===== config.mk =====
export PLATFORM = sky130hd
export DESIGN_NAME = isps_top
export DESIGN_NICKNAME = d
export VERILOG_FILES = /design/src/core/isps_pkg.sv /design/src/core/isps_filter.sv /design/src/core/isps_top.sv
export SDC_FILE = /design/constraint.sdc
export NUM_CORES = 1
export LEC_CHECK = 0
export ABC_CLOCK_PERIOD_IN_PS = 7850
export BUFFER_PORTS_ARGS = -buffer_cell sky130_fd_sc_hd__buf_2
export CORE_MARGIN = 8
export CORE_UTILIZATION = 45
export DETAILED_ROUTE_END_ITERATION = 16
export HOLD_SLACK_MARGIN = 0.02
export PLACE_DENSITY = 0.65
export SYNTH_ARGS = -nofsm -noshare
export SYNTH_HDL_FRONTEND = slang
export SYNTH_SLANG_ARGS = --single-unit

===== constraint.sdc =====
create_clock -name mclk -period 7.85 [get_ports mclk]
set_input_delay 1.57 -clock mclk [delete_from_list [all_inputs] [get_ports mclk]]
set_output_delay 1.57 -clock mclk [all_outputs]
set_load 0.01 [all_outputs]

===== src/core/isps_pkg.sv =====
// Behaviour
// - Terminals sharing one function are ORed.
// - Speed priority: jog, multi-speed, then PID.
// - Shutoff input covers missing run-enable or interlock.
// - Multi-speed and remote setting share terminals.
// - Special pole counts route method switch via set two.
// - Mode 2: run-enable 2ms, shutoff 20ms.
// - Mode 2 without run-enable: shutoff 2ms, polarity ignored.
// - Shutoff cuts drive output at once.
// - Shutoff blocks start commands.
// - Start removal ramps down; shutoff coasts.
// - Polarity 0 closed asserts; 2 open asserts.
// - Shutoff movable to any terminal by code 24.
// - Shutoff works in every operation mode.
// - Set selects activate second or third set.
// - Third set needs code 9 mapped.
// - Validity 0 switches sets immediately.
// - Validity 10 switches only at constant speed; here the first set is forced whenever speed is not constant.
// - Per-function copies; some lack third copy.
// - Second select movable by code 3.
package isps_pkg;

    localparam int CLK_HZ      = 50_000_000;
    localparam int FAST_MS     = 2;
    localparam int SLOW_MS     = 20;
    localparam int FAST_CYC    = FAST_MS * (CLK_HZ / 1000);
    localparam int SLOW_CYC    = SLOW_MS * (CLK_HZ / 1000);
    localparam int CNT_W       = 20;
    localparam int NUM_TERM    = 12;
    localparam int ADDR_W      = 8;

    localparam logic [7:0] FN_SPEED_LOW  = 8'h00;
    localparam logic [7:0] FN_SPEED_MID  = 8'h01;
    localparam logic [7:0] FN_SPEED_HIGH = 8'h02;
    localparam logic [7:0] FN_SECOND     = 8'h03;
    localparam logic [7:0] FN_JOG        = 8'h05;
    localparam logic [7:0] FN_EXTRA      = 8'h08;
    localparam logic [7:0] FN_THIRD      = 8'h09;
    localparam logic [7:0] FN_RUN_EN     = 8'h0a;
    localparam logic [7:0] FN_INTERLOCK  = 8'h0c;
    localparam logic [7:0] FN_PID        = 8'h0e;
    localparam logic [7:0] FN_BOOST      = 8'h11;
    localparam logic [7:0] FN_CTRL       = 8'h12;
    localparam logic [7:0] FN_SHUTOFF    = 8'h18;
    localparam logic [7:0] FN_NONE       = 8'hff;

    localparam logic [7:0] POL_NO        = 8'h00;
    localparam logic [7:0] POL_NC        = 8'h02;
    localparam logic [7:0] VALID_IMM     = 8'h00;
    localparam logic [7:0] VALID_CONST   = 8'h0a;
    localparam logic [7:0] REGEN_CONV    = 8'h02;
    localparam logic [7:0] OPMODE_LOCK   = 8'h07;
    localparam logic [7:0] REGEN_RST     = 8'h00;
    localparam logic [7:0] OPMODE_RST    = 8'h00;
    localparam logic [7:0] POLES_RST     = 8'h04;

    localparam logic [ADDR_W-1:0] REG_MAP_BASE = 8'h00;
    localparam logic [ADDR_W-1:0] REG_POL      = 8'h30;
    localparam logic [ADDR_W-1:0] REG_VALID    = 8'h34;
    localparam logic [ADDR_W-1:0] REG_REGEN    = 8'h38;
    localparam logic [ADDR_W-1:0] REG_OPMODE   = 8'h3c;
    localparam logic [ADDR_W-1:0] REG_POLES    = 8'h40;
    localparam logic [ADDR_W-1:0] REG_CTRL     = 8'h44;
    localparam logic [ADDR_W-1:0] REG_STATUS   = 8'h48;
    localparam logic [ADDR_W-1:0] REG_TERM     = 8'h4c;

    typedef enum logic [3:0] {
        ST_IDLE  = 4'b0001,
        ST_RUN   = 4'b0010,
        ST_DECEL = 4'b0100,
        ST_COAST = 4'b1000
    } isps_state_t;

    typedef enum logic [1:0] {
        SRC_ANALOG = 2'h0,
        SRC_PID    = 2'h1,
        SRC_MULTI  = 2'h2,
        SRC_JOG    = 2'h3
    } isps_src_t;

    typedef enum logic [1:0] {
        SET_FIRST  = 2'h0,
        SET_SECOND = 2'h1,
        SET_THIRD  = 2'h2
    } isps_set_t;

    typedef struct packed {
        logic [7:0] polarity;
        logic [7:0] validity;
        logic [7:0] regen;
        logic [7:0] op_mode;
        logic [7:0] poles;
        logic       remote_en;
    } isps_cfg_t;

    typedef struct packed {
        logic jog;
        logic low;
        logic mid;
        logic high;
        logic extra;
        logic pid;
        logic second;
        logic third;
        logic run_en;
        logic lock;
        logic boost;
        logic ctrl;
        logic shut_closed;
        logic shut_open;
    } isps_fn_t;

    function automatic logic [7:0] default_code(input int idx);
        logic [7:0] c;
        c = FN_NONE;
        if (idx == 0) c = FN_SPEED_LOW;
        if (idx == 1) c = FN_SPEED_MID;
        if (idx == 2) c = FN_SPEED_HIGH;
        if (idx == 3) c = FN_SECOND;
        if (idx == 4) c = FN_JOG;
        if (idx == 5) c = FN_SHUTOFF;
        return c;
    endfunction

endpackage


===== src/core/isps_filter.sv =====
`timescale 1ns/100ps
// The output follows the input once it has differed for limit cycles.
module isps_filter
    import isps_pkg::*;
(
    // Clock and reset
    input  wire logic             mclk,
    input  wire logic             reset,
    // Sample and window
    input  wire logic             sample,
    input  wire logic [CNT_W-1:0] limit,
    // Filtered level
    output logic                  level
);

    logic [CNT_W-1:0] cnt_reg;

    always_ff @(posedge mclk or posedge reset)
    begin
        if (reset)
        begin
            cnt_reg <= '0;
            level   <= 1'b0;
        end
        else if (sample == level)
        begin
            cnt_reg <= '0;
        end
        else if (cnt_reg + 1'b1 >= limit)
        begin
            cnt_reg <= '0;
            level   <= sample;
        end
        else
        begin
            cnt_reg <= cnt_reg + 1'b1;
        end
    end

endmodule


===== src/core/isps_top.sv =====
// Decided for this implementation: the register addresses and register access over Avalon-MM.
`timescale 1ns/100ps
module isps_top
    import isps_pkg::*;
#(
    parameter int NUM_TERMINALS = NUM_TERM,
    parameter int FAST_CYCLES   = FAST_CYC,
    parameter int SLOW_CYCLES   = SLOW_CYC
)
(
    // Clock and reset
    input  wire logic                     mclk,
    input  wire logic                     reset,
    // Avalon-MM slave
    input  wire logic [ADDR_W-1:0]        avs_address,
    input  wire logic                     avs_read,
    input  wire logic                     avs_write,
    input  wire logic [31:0]              avs_writedata,
    input  wire logic [3:0]               avs_byteenable,
    output logic      [31:0]              avs_readdata,
    output logic                          avs_waitrequest,
    // Contact inputs, high while closed
    input  wire logic [NUM_TERMINALS-1:0] term_in,
    // Drive status
    input  wire logic                     start_cmd,
    input  wire logic                     drive_stopped,
    input  wire logic                     speed_constant,
    // Drive control
    output logic                          gate_enable,
    output logic                          ramp_stop,
    output logic                          coast_stop,
    output logic                          shutoff_active,
    output logic                          converter_ok,
    output logic                          panel_interlock,
    // Speed command
    output isps_src_t                     speed_source,
    output logic      [3:0]               speed_step,
    output logic                          remote_up,
    output logic                          remote_down,
    output logic                          remote_clear,
    // Parameter sets
    output isps_set_t                     param_set,
    output isps_set_t                     param_set_two,
    output logic                          control_method_switch
);

    generate
        if (NUM_TERMINALS < 1 || NUM_TERMINALS > NUM_TERM)
        begin : g_bad_terms
            $error("NUM_TERMINALS out of range");
        end
        if (FAST_CYCLES < 1 || SLOW_CYCLES < 1 || SLOW_CYCLES >= (1 << CNT_W))
        begin : g_bad_cycles
            $error("response cycles out of range");
        end
    endgenerate

    localparam logic [CNT_W-1:0] FAST_LIM = CNT_W'(FAST_CYCLES);
    localparam logic [CNT_W-1:0] SLOW_LIM = CNT_W'(SLOW_CYCLES);

    logic [7:0]   map_reg [NUM_TERMINALS];
    isps_cfg_t    cfg_reg;
    logic         ack_reg;
    isps_state_t  state_reg;
    isps_state_t  state_next;
    isps_fn_t     act;
    isps_fn_t     asg;
    logic         shut_q;
    logic         run_en_q;
    logic         mode2;
    logic         fast_shut;
    logic         shut_raw;
    logic         run_ok;
    logic         lock_now;
    logic         multi_on;
    logic         special_poles;
    isps_set_t    sel_set;
    isps_set_t    set_next;
    logic [31:0]  rd_next;
    logic         req;
    logic         wr_go;

    // Every function is the OR of all terminals carrying its code.
    function automatic logic [2:0] term_or(input logic [7:0] code);
        logic [2:0] r;
        r = 3'b000;
        for (int i = 0; i < NUM_TERMINALS; i++)
        begin
            if (map_reg[i] == code)
            begin
                r = r | {1'b1, ~term_in[i], term_in[i]};
            end
        end
        return r;
    endfunction

    always_comb
    begin
        logic [2:0] t;
        t = 3'b000;
        act = '0;
        asg = '0;
        t = term_or(FN_JOG);        act.jog    = t[0]; asg.jog    = t[2];
        t = term_or(FN_SPEED_LOW);  act.low    = t[0]; asg.low    = t[2];
        t = term_or(FN_SPEED_MID);  act.mid    = t[0]; asg.mid    = t[2];
        t = term_or(FN_SPEED_HIGH); act.high   = t[0]; asg.high   = t[2];
        t = term_or(FN_EXTRA);      act.extra  = t[0]; asg.extra  = t[2];
        t = term_or(FN_PID);        act.pid    = t[0]; asg.pid    = t[2];
        t = term_or(FN_SECOND);     act.second = t[0]; asg.second = t[2];
        t = term_or(FN_THIRD);      act.third  = t[0]; asg.third  = t[2];
        t = term_or(FN_RUN_EN);     act.run_en = t[0]; asg.run_en = t[2];
        t = term_or(FN_INTERLOCK);  act.lock   = t[0]; asg.lock   = t[2];
        t = term_or(FN_BOOST);      act.boost  = t[0]; asg.boost  = t[2];
        t = term_or(FN_CTRL);       act.ctrl   = t[0]; asg.ctrl   = t[2];
        t = term_or(FN_SHUTOFF);
        act.shut_closed = t[0];
        act.shut_open   = t[1];
        asg.shut_closed = t[2];
        asg.shut_open   = t[2];
    end

    // Shutoff qualification and response window.
    always_comb
    begin
        mode2     = (cfg_reg.regen == REGEN_CONV);
        fast_shut = mode2 && !asg.run_en;
        if (cfg_reg.polarity == POL_NC && !fast_shut)
        begin
            shut_raw = act.shut_open;
        end
        else
        begin
            shut_raw = act.shut_closed;
        end
    end

    isps_filter u_shut_filter (
        .mclk   (mclk),
        .reset  (reset),
        .sample (shut_raw),
        .limit  (fast_shut ? FAST_LIM : SLOW_LIM),
        .level  (shut_q)
    );

    isps_filter u_run_filter (
        .mclk   (mclk),
        .reset  (reset),
        .sample (act.run_en),
        .limit  (FAST_LIM),
        .level  (run_en_q)
    );

    // A missing run-enable or interlock input is served by the shutoff input.
    always_comb
    begin
        if (!mode2)
        begin
            run_ok = 1'b1;
        end
        else if (asg.run_en)
        begin
            run_ok = run_en_q;
        end
        else
        begin
            run_ok = !shut_q;
        end
        lock_now = (cfg_reg.op_mode == OPMODE_LOCK) && (asg.lock ? act.lock : shut_q);
    end

    // The start command may come from panel, terminals or network alike.
    always_comb
    begin
        state_next = state_reg;
        unique case (state_reg)
            ST_IDLE:
            begin
                if (start_cmd && !shut_q && run_ok)
                begin
                    state_next = ST_RUN;
                end
            end
            ST_RUN:
            begin
                if (shut_q || !run_ok)
                begin
                    state_next = ST_COAST;
                end
                else if (!start_cmd)
                begin
                    state_next = ST_DECEL;
                end
            end
            ST_DECEL:
            begin
                if (shut_q || !run_ok)
                begin
                    state_next = ST_COAST;
                end
                else if (start_cmd)
                begin
                    state_next = ST_RUN;
                end
                else if (drive_stopped)
                begin
                    state_next = ST_IDLE;
                end
            end
            ST_COAST:
            begin
                if (drive_stopped && !shut_q)
                begin
                    state_next = ST_IDLE;
                end
            end
            default:
            begin
                state_next = ST_IDLE;
            end
        endcase
    end

    always_ff @(posedge mclk or posedge reset)
    begin
        if (reset)
        begin
            state_reg <= ST_IDLE;
        end
        else
        begin
            state_reg <= state_next;
        end
    end

    // Gate follows the next state so the cut lands on the edge after shutoff.
    always_ff @(posedge mclk or posedge reset)
    begin
        if (reset)
        begin
            gate_enable     <= 1'b0;
            ramp_stop       <= 1'b0;
            coast_stop      <= 1'b0;
            shutoff_active  <= 1'b0;
            converter_ok    <= 1'b0;
            panel_interlock <= 1'b0;
        end
        else
        begin
            gate_enable     <= (state_next == ST_RUN) || (state_next == ST_DECEL);
            ramp_stop       <= (state_next == ST_DECEL);
            coast_stop      <= (state_next == ST_COAST);
            shutoff_active  <= shut_q;
            converter_ok    <= run_ok;
            panel_interlock <= lock_now;
        end
    end

    // Remote mode reuses the low, middle and high speed terminals.
    assign multi_on = !cfg_reg.remote_en && (act.low || act.mid || act.high || act.extra);

    always_ff @(posedge mclk or posedge reset)
    begin
        if (reset)
        begin
            speed_source <= SRC_ANALOG;
            speed_step   <= 4'h0;
            remote_up    <= 1'b0;
            remote_down  <= 1'b0;
            remote_clear <= 1'b0;
        end
        else
        begin
            if (act.jog)
            begin
                speed_source <= SRC_JOG;
            end
            else if (multi_on)
            begin
                speed_source <= SRC_MULTI;
            end
            else if (act.pid)
            begin
                speed_source <= SRC_PID;
            end
            else
            begin
                speed_source <= SRC_ANALOG;
            end
            speed_step   <= (multi_on && !act.jog) ? {act.extra, act.high, act.mid, act.low} : 4'h0;
            remote_up    <= cfg_reg.remote_en && act.high;
            remote_down  <= cfg_reg.remote_en && act.mid;
            remote_clear <= cfg_reg.remote_en && act.low;
        end
    end

    // Third wins when both selects are on, since its terminal must be mapped on purpose.
    always_comb
    begin
        if (act.third)
        begin
            sel_set = SET_THIRD;
        end
        else if (act.second)
        begin
            sel_set = SET_SECOND;
        end
        else
        begin
            sel_set = SET_FIRST;
        end
        if (cfg_reg.validity == VALID_CONST && !speed_constant)
        begin
            set_next = SET_FIRST;
        end
        else
        begin
            set_next = sel_set;
        end
        special_poles = (cfg_reg.poles == 8'h0c) || (cfg_reg.poles == 8'h0e) || (cfg_reg.poles == 8'h10)
                     || (cfg_reg.poles == 8'h12) || (cfg_reg.poles == 8'h14);
    end

    always_ff @(posedge mclk or posedge reset)
    begin
        if (reset)
        begin
            param_set             <= SET_FIRST;
            param_set_two         <= SET_FIRST;
            control_method_switch <= 1'b0;
        end
        else
        begin
            param_set     <= set_next;
            param_set_two <= (set_next == SET_THIRD) ? SET_FIRST : set_next;
            if (asg.ctrl || asg.boost)
            begin
                control_method_switch <= act.ctrl;
            end
            else
            begin
                control_method_switch <= special_poles && (set_next == SET_SECOND);
            end
        end
    end

    // Every access takes one wait state; the answer is at the second edge.
    assign req             = avs_read || avs_write;
    assign avs_waitrequest = req && !ack_reg;
    assign wr_go           = avs_write && ack_reg && avs_byteenable[0];

    always_ff @(posedge mclk or posedge reset)
    begin
        if (reset)
        begin
            ack_reg <= 1'b0;
        end
        else
        begin
            ack_reg <= req && !ack_reg;
        end
    end

    always_ff @(posedge mclk or posedge reset)
    begin
        if (reset)
        begin
            for (int i = 0; i < NUM_TERMINALS; i++)
            begin
                map_reg[i] <= default_code(i);
            end
        end
        else if (wr_go)
        begin
            for (int i = 0; i < NUM_TERMINALS; i++)
            begin
                if (avs_address[ADDR_W-1:2] == 6'(i) + REG_MAP_BASE[ADDR_W-1:2])
                begin
                    map_reg[i] <= avs_writedata[7:0];
                end
            end
        end
    end

    always_ff @(posedge mclk or posedge reset)
    begin
        if (reset)
        begin
            cfg_reg.polarity  <= POL_NO;
            cfg_reg.validity  <= VALID_IMM;
            cfg_reg.regen     <= REGEN_RST;
            cfg_reg.op_mode   <= OPMODE_RST;
            cfg_reg.poles     <= POLES_RST;
            cfg_reg.remote_en <= 1'b0;
        end
        else if (wr_go)
        begin
            unique case ({avs_address[ADDR_W-1:2], 2'b00})
                REG_POL:    cfg_reg.polarity  <= avs_writedata[7:0];
                REG_VALID:  cfg_reg.validity  <= avs_writedata[7:0];
                REG_REGEN:  cfg_reg.regen     <= avs_writedata[7:0];
                REG_OPMODE: cfg_reg.op_mode   <= avs_writedata[7:0];
                REG_POLES:  cfg_reg.poles     <= avs_writedata[7:0];
                REG_CTRL:   cfg_reg.remote_en <= avs_writedata[0];
                default:    cfg_reg.remote_en <= cfg_reg.remote_en;
            endcase
        end
    end

    always_comb
    begin
        rd_next = 32'h0;
        for (int i = 0; i < NUM_TERMINALS; i++)
        begin
            if (avs_address[ADDR_W-1:2] == 6'(i) + REG_MAP_BASE[ADDR_W-1:2])
            begin
                rd_next = {24'h0, map_reg[i]};
            end
        end
        unique case ({avs_address[ADDR_W-1:2], 2'b00})
            REG_POL:    rd_next = {24'h0, cfg_reg.polarity};
            REG_VALID:  rd_next = {24'h0, cfg_reg.validity};
            REG_REGEN:  rd_next = {24'h0, cfg_reg.regen};
            REG_OPMODE: rd_next = {24'h0, cfg_reg.op_mode};
            REG_POLES:  rd_next = {24'h0, cfg_reg.poles};
            REG_CTRL:   rd_next = {31'h0, cfg_reg.remote_en};
            REG_STATUS: rd_next = {16'h0, state_reg, param_set, speed_source,
                                   3'h0, control_method_switch, panel_interlock, converter_ok, shutoff_active, gate_enable};
            REG_TERM:   rd_next = 32'(term_in);
            default:    rd_next = rd_next;
        endcase
    end

    always_ff @(posedge mclk or posedge reset)
    begin
        if (reset)
        begin
            avs_readdata <= 32'h0;
        end
        else if (avs_read && !ack_reg)
        begin
            avs_readdata <= rd_next;
        end
    end

endmodule


# Word-level counts from Yosys, hierarchy flattened
# Cells that the tools add are included.
totals:
  elab_cells: 647
  in_bits: 63
  ff_bits: 236
op_classes:
  eq_ne: 183
  muxes: 195
  n_bitwise: 157
  n_lt_le_gt_ge: 2
  n_reduce_logical: 69
  add_sub_neg: 2
op_table:
  columns: ["operator", "n"]
  rows:
  - ["$eq 8x4->1 const B", 63]
  - ["$mux 32", 11]
  - ["$eq 8x5->1 const B", 39]
  - ["$pmux 32 s8", 1]
  - ["$eq 8x2->1 const B", 26]
  - ["$mux 3", 48]
  - ["$or 3x3->3", 44]
  - ["$eq 8x3->1 const B", 13]
  - ["$mux 1", 103]
  - ["$mux 20", 5]
  - ["$eq 8x1->1 const B", 12]
  - ["$logic_not 8->1", 12]
  - ["$or 1x1->1", 88]
  - ["$eq 6x4->1 const B", 8]
  - ["$add 20x1->20 const B", 2]
  - ["$reduce_and 2->1", 20]
  - ["$mux 2", 17]
  - ["$mux 4", 8]
  - ["$eq 6x3->1 const B", 4]
  - ["$eq 6x5->1 const B", 4]
  - ["$or 2x2->2", 11]
  - ["$ge 20x17->1 const B", 1]
  - ["$ge 20x20->1", 1]
  - ["$logic_and 1x1->1", 17]
  - ["15 further kinds", 50]

# Logic depth before layout (Yosys ltp)
# Gate-level depths: netlist (run 1).
logic_depth:
  ltp_word: 32
  mapped_depth: 15

# By module
# Synthesis (run 1) repeated with hierarchy kept, for this count alone.
hier_totals:
  cells_unflattened: 1430
  hier_area_um2: 14104.8
by_module_without_submodules:
  columns: ["module", "area_per_inst_um2", "seq_area_each_um2", "cells_per_inst", "n_inst"]
  rows:
  - ["isps_top", 10804.1, 4526.8, 1096, 1]
  - ["isps_filter at u_run_filter", 1717.9, 525.5, 166, 1]
  - ["isps_filter at u_shut_filter", 1582.8, 525.5, 168, 1]

# Least setup slack after synthesis (run 1)
# No wires, ideal clock.
synth_timing:
  path_kind: "input -> register"
  from: "input port avs_address[7]"
  to: "register map_reg[48] (netlist name)"
  n_path_buf: 3
  slack_ns: 4.469
  cell_stages: 6
  t_arrival_ns: 3.257
  path_cell_list: "clkbuf_1 or4b_1 clkbuf_1 buf_2 nor2_2 mux2_2"
synth_between:
  elab_chain_cells: 2
synth_rtl:
  columns: ["element", "line_no", "text"]
  rows:
  - ["start, declared", "isps_top.sv:15", "input wire logic [ADDR_W-1:0] avs_address,"]
  - ["$eq 6x3->1", "isps_top.sv:376", "if (avs_address[ADDR_W-1:2] == 6'(i) + REG_MAP_BASE[ADDR_W-1:2])"]
  - ["$reduce_and 2->1 (no line)", null, null]
  - ["end signal, assigned by index", "isps_top.sv:369", "map_reg[i] <= default_code(i);"]
  - ["end signal, assigned by index", "isps_top.sv:378", "map_reg[i] <= avs_writedata[7:0];"]
  - ["end, declared", "isps_top.sv:61", "logic [7:0] map_reg [NUM_TERMINALS];"]
# Every way passes these cells.
# A chain may end at the register's enable or synchronous reset.

# Worst setup path in the final report (run 1)
layout_timing:
  from: "register map_reg[44] (netlist name)"
  to: "register u_shut_filter.level"
layout_between:
  elab_chain_cells: 20
  elab_cells_between_ends: 34
layout_rtl:
  columns: ["element", "line_no", "text"]
  rows:
  - ["branches (longest 20 deep; another with $eq 8x4->1)", null, null]
  - ["end signal, assigned", "isps_filter.sv:32", "level <= sample;"]
  - ["end, declared", "isps_filter.sv:13", "output logic level"]
# Several ways; the timed one is not identified.

==> results of run 1 <==
## cell usage after synthesis, drive strengths merged, types with 16 or more instances
master | number | area [um2]
nand2b | 22 | 138
o22ai | 20 | 139
o21ai | 55 | 275
nor2 | 108 | 415
mux2 | 144 | 1620
dfstp | 58 | 1520
xor2 | 17 | 149
nor4 | 25 | 284
nand2 | 90 | 338
and3 | 24 | 165
inv | 18 | 67.6
nand4 | 61 | 382
nor3 | 82 | 527
nand3 | 75 | 375
nor2b | 45 | 282
buf | 43 | 277
xnor2 | 19 | 166
dfrtp | 162 | 4050
a21oi | 36 | 180
mux2i | 16 | 160
clkbuf | 54 | 203
## per-stage QoR
| step | power [W] | std cells | setup slack [ns] | util | hold slack [ns] |
|---|---|---|---|---|---|
| 2_1_floorplan | 0.00157 | 1423 | 0.355 | - | 0.438 |
| 3_3_place_gp | 0.00173 | 1802 | 3.46 | 0.472 | 0.447 |
| 3_5_place_dp | 0.00174 | 1802 | 3.41 | 0.472 | 0.452 |
| 4_1_cts | 0.00302 | 1850 | 3.38 | 0.501 | 0.465 |
| 5_1_grt | 0.00311 | 1850 | 2.88 | 0.501 | 0.500 |
| 6_report | 0.00300 | 1850 | 3.18 | 0.501 | 0.458 |
## final timing paths
| kind | from | endpoint | slack [ns] | cells past startpoint |
|---|---|---|---|---|
| max reg2reg | map_reg[44]$_DFFE_PP1P_ | u_shut_filter.level$_DFFE_PP0P_ | 3.18 | 14 |
| min | avs_readdata[15]$_DFFE_PP0P_ | avs_readdata[15]$_DFFE_PP0P_ | 0.46 | 2 |
| min reg2reg | avs_readdata[15]$_DFFE_PP0P_ | avs_readdata[15]$_DFFE_PP0P_ | 0.46 | 2 |
| max | map_reg[44]$_DFFE_PP1P_ | u_shut_filter.level$_DFFE_PP0P_ | 3.18 | 14 |
| max in group asynchronous | reset | map_reg[78]$_DFFE_PP0P_ | 5.27 | 3 |
| min in group asynchronous | reset | u_run_filter.cnt_reg[16]$_DFF_PP0_ | 1.12 | 2 |
## worst min-delay path, stage by stage, from the launching register on
cell     delay (ns)
dfrtp_1        0.33
nand2_1        0.05
nand2_1        0.04
## power groups by stage
stage | combinational (W) | clock, W | sequential (W)
3_3_place_gp | 0.000415 | 0 | 0.00132
5_1_grt | 0.000459 | 0.00134 | 0.00131
2_1_floorplan | 0.000286 | 0 | 0.00128
4_1_cts | 0.000418 | 0.00130 | 0.00130
6_report | 0.000426 | 0.00127 | 0.00131
3_5_place_dp | 0.000416 | 0 | 0.00132
## layout make-up
type	count	area, um2	area share
tap	396	495	0.0325
clock inverter	19	236	0.0155
multi-input combinational	1088	7770	0.510
clock buffer	29	662	0.0434
inverter	18	75.1	0.00492
timing repair buffer	80	425	0.0279
sequential	220	5580	0.366
## layer usage
| layer | routed length (um) | vias to the layer above | track usage |
|---|---|---|---|
| met4 | 2850 | 4 | 0.135 |
| met5 | 26 | - | 0 |
| met3 | 4730 | 158 | 0.0542 |
| met1 | 20000 | 6004 | 0.359 |
| met2 | 21700 | 694 | 0.402 |
| li1 | - | 5355 | - |
## logic make-up after synthesis
logic type	share of synthesized area
simple gates	0.263
compound gates	0.122
flops	0.404
mux	0.137
buf+inv	0.0396
xor+xnor	0.0228
fa+ha+maj	0.0118
other cells	0.000272
==> results.ini, run 1 <==
[sta]
rsz0062_at_grt=false
post-route-period-util=0.595
clock.fmax_mhz=214
clock_skew_ns=0.0218
tightest_slew_ns=1.33
hold_viol=0
period_needed_ns=4.67
finalMaxSlewViolations=0
final-setup-viol-count=0
slew_headroom=0.107
tns_ns=0

[setup_path]
crit_required_ns=8.28
crit_slowest_cell=nor4_2
cp_max_fo=11
worstSetupPathType=flop to flop
setup.worst_path.end_class=flop
critPathTopFamily=compound AO/OA/AOI/OAI gates
cp_common_cell=nor2_1
crit_buf_inv=2
start_kind=flop
worstPathArrival_ns=5.10
slowest_delay_ns=0.77
crit_chain=nor4_2 -> a32oi_1 -> nand4_1 -> nor2_1 -> nand2_1 -> inv_1 -> ha_1 -> a21o_1 -> a21oi_1 -> o211ai_1 -> a31oi_1 -> nor2_1 -> buf_4 -> mux2_2

[drt]
drt-total-wl_um=49300
drtIter0Drc=1642
vias=12200
drcViolationCount=0
ant_nets=0
vias_per_cell=6.60
avgRoutedWirePerCell_um=26.6
dr.pass1.iters=6

[floorplanning]
start_util=0.454
row_count=64
ios=116
dieArea_mm2=0.0365
die_y_um=191
core-area_mm2=0.0304
die_x_um=191

[layout]
area_growth_pct=10.4
num-nets-final=1510
num-fill-cells=2840
drive_gt1_frac=0.265
layout_commonest_cell=dfrtp_1
final_cell_mix=dfrtp_1 (162), mux2_2 (143), nor2_1 (104), nand2_1 (90), nand3_1 (75)
n_antenna_cell=0
largest_reg_flops=96
final_cell_area_mm2=0.0152

[synthesis]
synth-seq-cells=220
synth_seq_area_share=0.404
synth-async-reset-ratio=1.00
synth_cells=1404
synth.distinct_cells=89
ys_warn_count=0
avgSynthCellArea_um2=9.84
synthFlopType=dfrtp_1
synth-edff-count=0
syn_area_mm2=0.0138

[global_routing]
grt.overflow.total=0
grt_max_degree=99
antenna_found_initial=2
grt_pass1_wl_um=74600
gr-usage-all-layers=0.267
grt_pass1_vias=11700

[power_and_ir_drop]
switching_share=0.299
combPwrFrac=0.142
power_density_mw_per_mm2=197
leakagePower_nw=6.30
p_seq_frac=0.434
clockPowerShare=0.424
p_int_w=0.00211
ir_drop_mv=0.189
p_sw_w=0.000898

[clock_network]
cts_resized=0
htreeDepth=1
root_buffer=clkbuf_16
postCtsSetupRepairBufs=0
clk_latency_ns=0.56
hold_buffers=0
clock_path_buffers=3
path_clk_slew_ns=0.07
cts_tree=done
cts_inserted_buffers=26
clkSinkCount=220

[place]
gp_congestion=1.03
port_buffers=70
dp_hpwl_um=36300
placed_cell_area_mm2=0.0143

[outcome]
status=finished clean

[worst_hold_path]
worstHoldPathType=flop to flop

[run]
cap_violations=0

(Power assumes the default switching activity.)
==> run 2: changes to the inputs <==
--- a/config.mk
+++ b/config.mk
@@ -5,7 +5,8 @@
 export SDC_FILE = /design/constraint.sdc
 export NUM_CORES = 1
 export LEC_CHECK = 0
-export ABC_CLOCK_PERIOD_IN_PS = 7850
+export ABC_AREA = 1
+export ABC_CLOCK_PERIOD_IN_PS = 4200
 export BUFFER_PORTS_ARGS = -buffer_cell sky130_fd_sc_hd__buf_2
 export CORE_MARGIN = 8
 export CORE_UTILIZATION = 45
==> constraint.sdc (replaced) <==
create_clock -name mclk -period 4.2 [get_ports mclk]
set_input_delay 0.84 -clock mclk [delete_from_list [all_inputs] [get_ports mclk]]
set_output_delay 0.84 -clock mclk [all_outputs]
set_load 0.01 [all_outputs]
==> run 2 against run 1 <==
Against the previous run:
- die area is 2.1% lower
- fmax grew 25%
- design area decreased by 0.12%
- total power rose by 95%
- via count is 10% higher
- clock power up 110%
- first-iteration DRC count decreased by 20%
- global-route usage rose by 0.23 points
- clock-buffer cell count increased by 4
- worst setup slack got worse by 2.7 ns
- critical path type unchanged
- largest cell class unchanged
==> results.ini, run 2 <==
[synthesis]
syn_area_mm2=0.0135
avgSynthCellArea_um2=6.94
yosysTopAreaCellShare=0.300
synth_cells=1945
ys_top_cells_by_count=nand2_1 (531), nor2_1 (282), inv_1 (227), o21ai_0 (172), dfrtp_1 (162)
synth.distinct_cells=51
synth_seq_area_share=0.413
synth_top_cell_by_area=dfrtp_1
ys_warn_count=0
synthFlopType=dfrtp_1
synthTopCellsByArea=dfrtp_1 (30%), nand2_1 (15%), dfstp_2 (11%)
synth-seq-cells=220
synth-async-reset-ratio=1.00
synth-edff-count=0
yosysMostFrequentCell=nand2_1

[layout]
num-nets-final=2089
multiInputGateArea_mm2=0.00681
final_cell_area_mm2=0.0152
post-route-util=0.515
seq_area_mm2=0.00558
finalNonFillerCells=2425
area_growth_pct=12.8
largest_reg_flops=96
final_cell_mix=nand2_1 (531), nor2_1 (282), inv_1 (226), o21ai_0 (172), dfrtp_1 (162)
num-fill-cells=2994
drive_gt1_frac=0.111
layout_commonest_cell=nand2_1

[clock_network]
postCtsSetupRepairBufs=0
clock_path_buffers=3
cts_inserted_buffers=27
cts_tree=done
clk_latency_ns=0.56
hold_buffers=0
path_clk_slew_ns=0.06
cts_resized=0
htreeDepth=1
root_buffer=clkbuf_16
clkSinkCount=220

[worst_hold_path]
worstHoldPathType=input pin to async pin

[place]
placed_cell_area_mm2=0.0142
dp_hpwl_um=37300
port_buffers=70
gp_congestion=1.02
dp.cells=2374

[floorplanning]
row_count=63
core-area_mm2=0.0296
ios=116
start_util=0.457
die_y_um=189
die_x_um=189
dieArea_mm2=0.0358

[setup_path]
crit_slowest_cell=dfstp_2
slowest_delay_ns=0.55
worstPathArrival_ns=4.13
crit_required_ns=4.61
cp_common_cell=nor2_1
worstSetupPathType=flop to flop
cp_max_fo=14
crit_chain=inv_1 -> nand3_1 -> nor2_1 -> nor2_1 -> nand3_1 -> nor2_1 -> nand3_2 -> inv_1 -> ha_1 -> nand2_1 -> nor2_1 -> nand3_1 -> nor3_1 -> nand4_1 -> buf_4 -> nand4_1 -> nor2_1
setup.worst_path.end_class=flop
start_kind=flop
r2r_slack_ns=0.47

[sta]
period_needed_ns=3.73
hold_viol=0
clock_skew_ns=0.0205
post-route-period-util=0.887
tightest_slew_ns=1.05
finalMaxSlewViolations=0
clock.fmax_mhz=268
slew_headroom=0.297
rsz0062_at_grt=false
tns_ns=0
final-setup-viol-count=0
whs_ns=0.404

[drt]
drtIter0Drc=1312
drcViolationCount=0
vias=13500
drt-total-wl_um=48600
vias_per_cell=5.56
ant_nets=0
avgRoutedWirePerCell_um=20.0
dr.pass1.iters=5

[global_routing]
grt_max_degree=149
grt_pass1_wl_um=75100
grt.overflow.total=0
antenna_found_initial=0
grt_pass1_vias=12700
gr-usage-all-layers=0.269

[power_and_ir_drop]
leakagePower_nw=6.95
power_density_mw_per_mm2=385
ir_drop_mv=0.321

[outcome]
status=finished clean

[run]
cap_violations=0

==> run 2: changes by cell type in the layout (fill, tap and decap cells not counted), sizes merged, moves of 22 or more <==
| cell | delta |
|---|---|
| inv | +210 |
| and3 | -23 |
| o21ai | +118 |
| nor2 | +189 |
| nor3 | -27 |
| nand2b | -22 |
| nand3 | +64 |
| nand2 | +444 |
| nor2b | -45 |
| nand4 | +22 |
| mux2 | -144 |
==> run 2: worst max-delay path, delay by kind of cell (launching register included) <==
| family | cells | cell delay, ns |
|---|---|---|
| and+or+nand+nor | 13 | 2.19 |
| DFF | 1 | 0.55 |
| buffers and inverters | 3 | 0.66 |
| adders and majority gates | 1 | 0.18 |
==> run 2: kinds of logic (layout without fill, tap and decap cells) <==
family | after synthesis | in the layout | share of synthesized area
AOI/OAI and AO/OA | 245 | 245 | 0.100
xor gates and xnor gates | 29 | 29 | 0.0188
adders and majority gates | 13 | 13 | 0.0121
buffers and inverters | 293 | 363 | 0.0876
DFF | 220 | 220 | 0.413
other | 1 | 21 | 0.000278
and+or+nand+nor | 1144 | 1144 | 0.368
==> run 2: area by class of cell <==
class,instances,share of cell area
clock buffer,33,0.0485
tap,390,0.0320
clock inverter,17,0.0187
inverter,230,0.0569
multi-input combinational,1451,0.447
timing repair buffer,83,0.0302
antenna,1,0.000164
sequential,220,0.366
==> run 2: power by group <==
| part | switching (W) | internal, W | total [W] |
|---|---|---|---|
| Sequential | 0.000133 | 0.00227 | 0.00241 |
| Combinational | 0.000558 | 0.000233 | 0.000792 |
| Clock | 0.000981 | 0.00168 | 0.00266 |
| Total | 0.00167 | 0.00419 | 0.00586 |
==> run 2: path summary, 6_finish.rpt <==
check	startpoint	end	depth (start not counted)
max	map_reg[4]$_DFFE_PP1P_	u_shut_filter.cnt_reg[0]$_DFF_PP0_	17
min	reset	map_reg[50]$_DFFE_PP0P_	3
max reg2reg	map_reg[4]$_DFFE_PP1P_	u_shut_filter.cnt_reg[0]$_DFF_PP0_	17
min reg2reg	ack_reg$_DFF_PP0_	ack_reg$_DFF_PP0_	1
max in group asynchronous	reset	avs_readdata[15]$_DFFE_PP0P_	3
min in group mclk	ack_reg$_DFF_PP0_	ack_reg$_DFF_PP0_	1
==> run 2: metrics by stage <==
| step | setup WS [ns] | power (W) |
|---|---|---|
| floorplan | 0.539 | 0.00294 |
| global placement | 0.590 | 0.00320 |
| detailed placement | 0.507 | 0.00322 |
| CTS | 0.458 | 0.00589 |
| global route | 0.0898 | 0.00609 |
| finish | 0.473 | 0.00586 |
==> run 2: per-layer routing <==
| metal | track usage | vias to the layer above | wire (um) |
|---|---|---|---|
| li1 | - | 6462 | - |
| met1 | 0.378 | 6408 | 22100 |
| met2 | 0.414 | 543 | 21000 |
| met3 | 0.0522 | 76 | 4080 |
| met4 | 0.0815 | 0 | 1390 |
| met5 | 0 | - | 0 |
==> run 3: changes to the inputs <==
--- a/config.mk
+++ b/config.mk
@@ -5,7 +5,6 @@
 export SDC_FILE = /design/constraint.sdc
 export NUM_CORES = 1
 export LEC_CHECK = 0
-export ABC_AREA = 1
 export ABC_CLOCK_PERIOD_IN_PS = 4200
 export BUFFER_PORTS_ARGS = -buffer_cell sky130_fd_sc_hd__buf_2
 export CORE_MARGIN = 8
==> run 3 against run 2 <==
Against the previous run:
- critical path depth is 3 lower
- die area up 2.1%
- clock power is 5% lower
- design area grew 2.6%
- largest cell class unchanged
==> results.ini, run 3 (same netlist as run 1, synthesis figures left out) <==
[outcome]
status=finished clean

[floorplanning]
core-area_mm2=0.0304
start_util=0.454
row_count=64
die_x_um=191
die_y_um=191
ios=116
dieArea_mm2=0.0365

[clock_network]
root_buffer=clkbuf_16
cts_inserted_buffers=27
clkSinkCount=220
cts_resized=0
path_clk_slew_ns=0.06
hold_buffers=0
clk_latency_ns=0.56
clock_path_buffers=3
cts_tree=done
htreeDepth=1
postCtsSetupRepairBufs=0

[power_and_ir_drop]
power_density_mw_per_mm2=371
leakagePower_nw=6.54
ir_drop_mv=0.377

[setup_path]
worstPathArrival_ns=4.24
setup.worst_path.end_class=flop
crit_chain=nor4_2 -> a32oi_1 -> nand4_1 -> nor2_1 -> nand2_1 -> inv_1 -> ha_1 -> a21o_1 -> a21oi_1 -> o211ai_1 -> a31oi_1 -> nor2_1 -> buf_4 -> a211oi_2
worstSetupPathType=flop to flop
crit_required_ns=4.66
slowest_delay_ns=0.80
r2r_end=u_shut_filter.cnt_reg[8]$_DFF_PP0_
start_kind=flop
crit_slowest_cell=nor4_2
r2r-start=map_reg[4]$_DFFE_PP1P_
reg2regPathDepth=14
cp_max_fo=9
cp_common_cell=nor2_1
r2r_slack_ns=0.42

[global_routing]
grt_max_degree=85
grt_pass1_vias=11800
antenna_found_initial=0
grt_pass1_wl_um=76700
gr-usage-all-layers=0.277
grt.overflow.total=0

[run]
cap_violations=0

[drt]
vias=12300
avgRoutedWirePerCell_um=27.0
ant_nets=0
drt-total-wl_um=51000
drcViolationCount=0
dr.pass1.iters=6
vias_per_cell=6.53
drtIter0Drc=1318

[place]
dp_slack_ns=0.500
port_buffers=70
dp_hpwl_um=38300
gp_congestion=0.998

[layout]
num-fill-cells=2809
area_growth_pct=13.1
n_antenna_cell=0
drive_gt1_frac=0.287
num-nets-final=1548
layout_commonest_cell=dfrtp_1
final_cell_mix=dfrtp_1 (162), mux2_2 (143), nor2_1 (104), nand2_1 (90), nand3_1 (75)
largest_reg_flops=96
seq_area_mm2=0.00558
multiInputGateArea_mm2=0.00777

[sta]
clock.fmax_mhz=264
period_needed_ns=3.78
tightest_slew_ns=1.25
layout_setup_ws_ns=0.416
whs_ns=0.356
slew_headroom=0.165
final-setup-viol-count=0
rsz0062_at_grt=false
finalMaxSlewViolations=0
post-route-period-util=0.901
tns_ns=0
clock_skew_ns=0.0232
hold_viol=0

[worst_hold_path]
worstHoldPathType=input pin to async pin

==> run 3: cell types whose count changed in the layout (fill, tap and decap cells not counted), moves of 20 or more <==
cell	before	now
inv_1	226	17
and3_1	1	21
nand4_1	83	61
nor2_1	282	104
nand3_1	135	75
nand2b_1	0	22
nand2_1	531	90
nor2b_1	0	44
buf_4	12	45
o21ai_0	172	52
mux2_2	0	143
==> run 3: worst max-delay path, delay by kind of cell (launching register included) <==
family,cells,cell delay (ns)
AOI/OAI and AO/OA,6,1.09
adders and majority gates,1,0.34
DFF,1,0.39
and+or+nand+nor,5,1.49
buffers and inverters,2,0.38
==> run 3: power by group <==
part	total (W)	switching, W	internal [W]	leakage (nW)
sequential	0.00242	0.000156	0.00226	2.79
clock	0.00253	0.000984	0.00154	0.476
combinational	0.000852	0.000549	0.000304	3.28
==> run 3: worst max-delay path by stage <==
stage          slack (ns)                    start  cells after the start                                  to
6_report             0.42   map_reg[4]$_DFFE_PP1P_                     14  u_shut_filter.cnt_reg[8]$_DFF_PP0_
4_1_cts              0.47   map_reg[4]$_DFFE_PP1P_                     14  u_shut_filter.cnt_reg[8]$_DFF_PP0_
2_1_floorplan        0.54                    reset                      1                   ack_reg$_DFF_PP0_
3_3_place_gp         0.50   map_reg[4]$_DFFE_PP1P_                     14  u_shut_filter.cnt_reg[8]$_DFF_PP0_
3_5_place_dp         0.50   map_reg[4]$_DFFE_PP1P_                     14  u_shut_filter.cnt_reg[8]$_DFF_PP0_
5_1_grt              0.21  map_reg[20]$_DFFE_PP1P_                     14  u_shut_filter.cnt_reg[8]$_DFF_PP0_
==> run 3: cell type report <==
cell class	count	share of cell area
inverter	18	0.00457
sequential	220	0.357
clock inverter	20	0.0163
clock buffer	30	0.0459
multi-input combinational	1088	0.498
tap	396	0.0317
timing repair buffer	117	0.0466
==> run 3: layer usage <==
| layer | wire [um] | vias to the layer above | global-route usage | share of wire |
|---|---|---|---|---|
| met1 | 21400 | 6099 | 0.384 | 0.42 |
| met5 | 0 | - | 0 | 0 |
| met3 | 4460 | 143 | 0.0458 | 0.087 |
| met2 | 22600 | 678 | 0.423 | 0.44 |
| met4 | 2530 | 0 | 0.118 | 0.050 |
| li1 | - | 5418 | - | - |
==> run 3: per-stage QoR <==
| stage | std cells | instance area [um2] | util | power (W) |
|---|---|---|---|---|
| after detailed placement | 1839 | 14600 | 0.481 | 0.00329 |
| after CTS | 1889 | 15600 | 0.513 | 0.00582 |
| final | 1889 | 15600 | 0.513 | 0.00580 |
| after global routing | 1889 | 15600 | 0.513 | 0.00602 |
| after floorplan | 1423 | 13900 | - | 0.00293 |
| after global placement | 1839 | 14600 | 0.481 | 0.00327 |
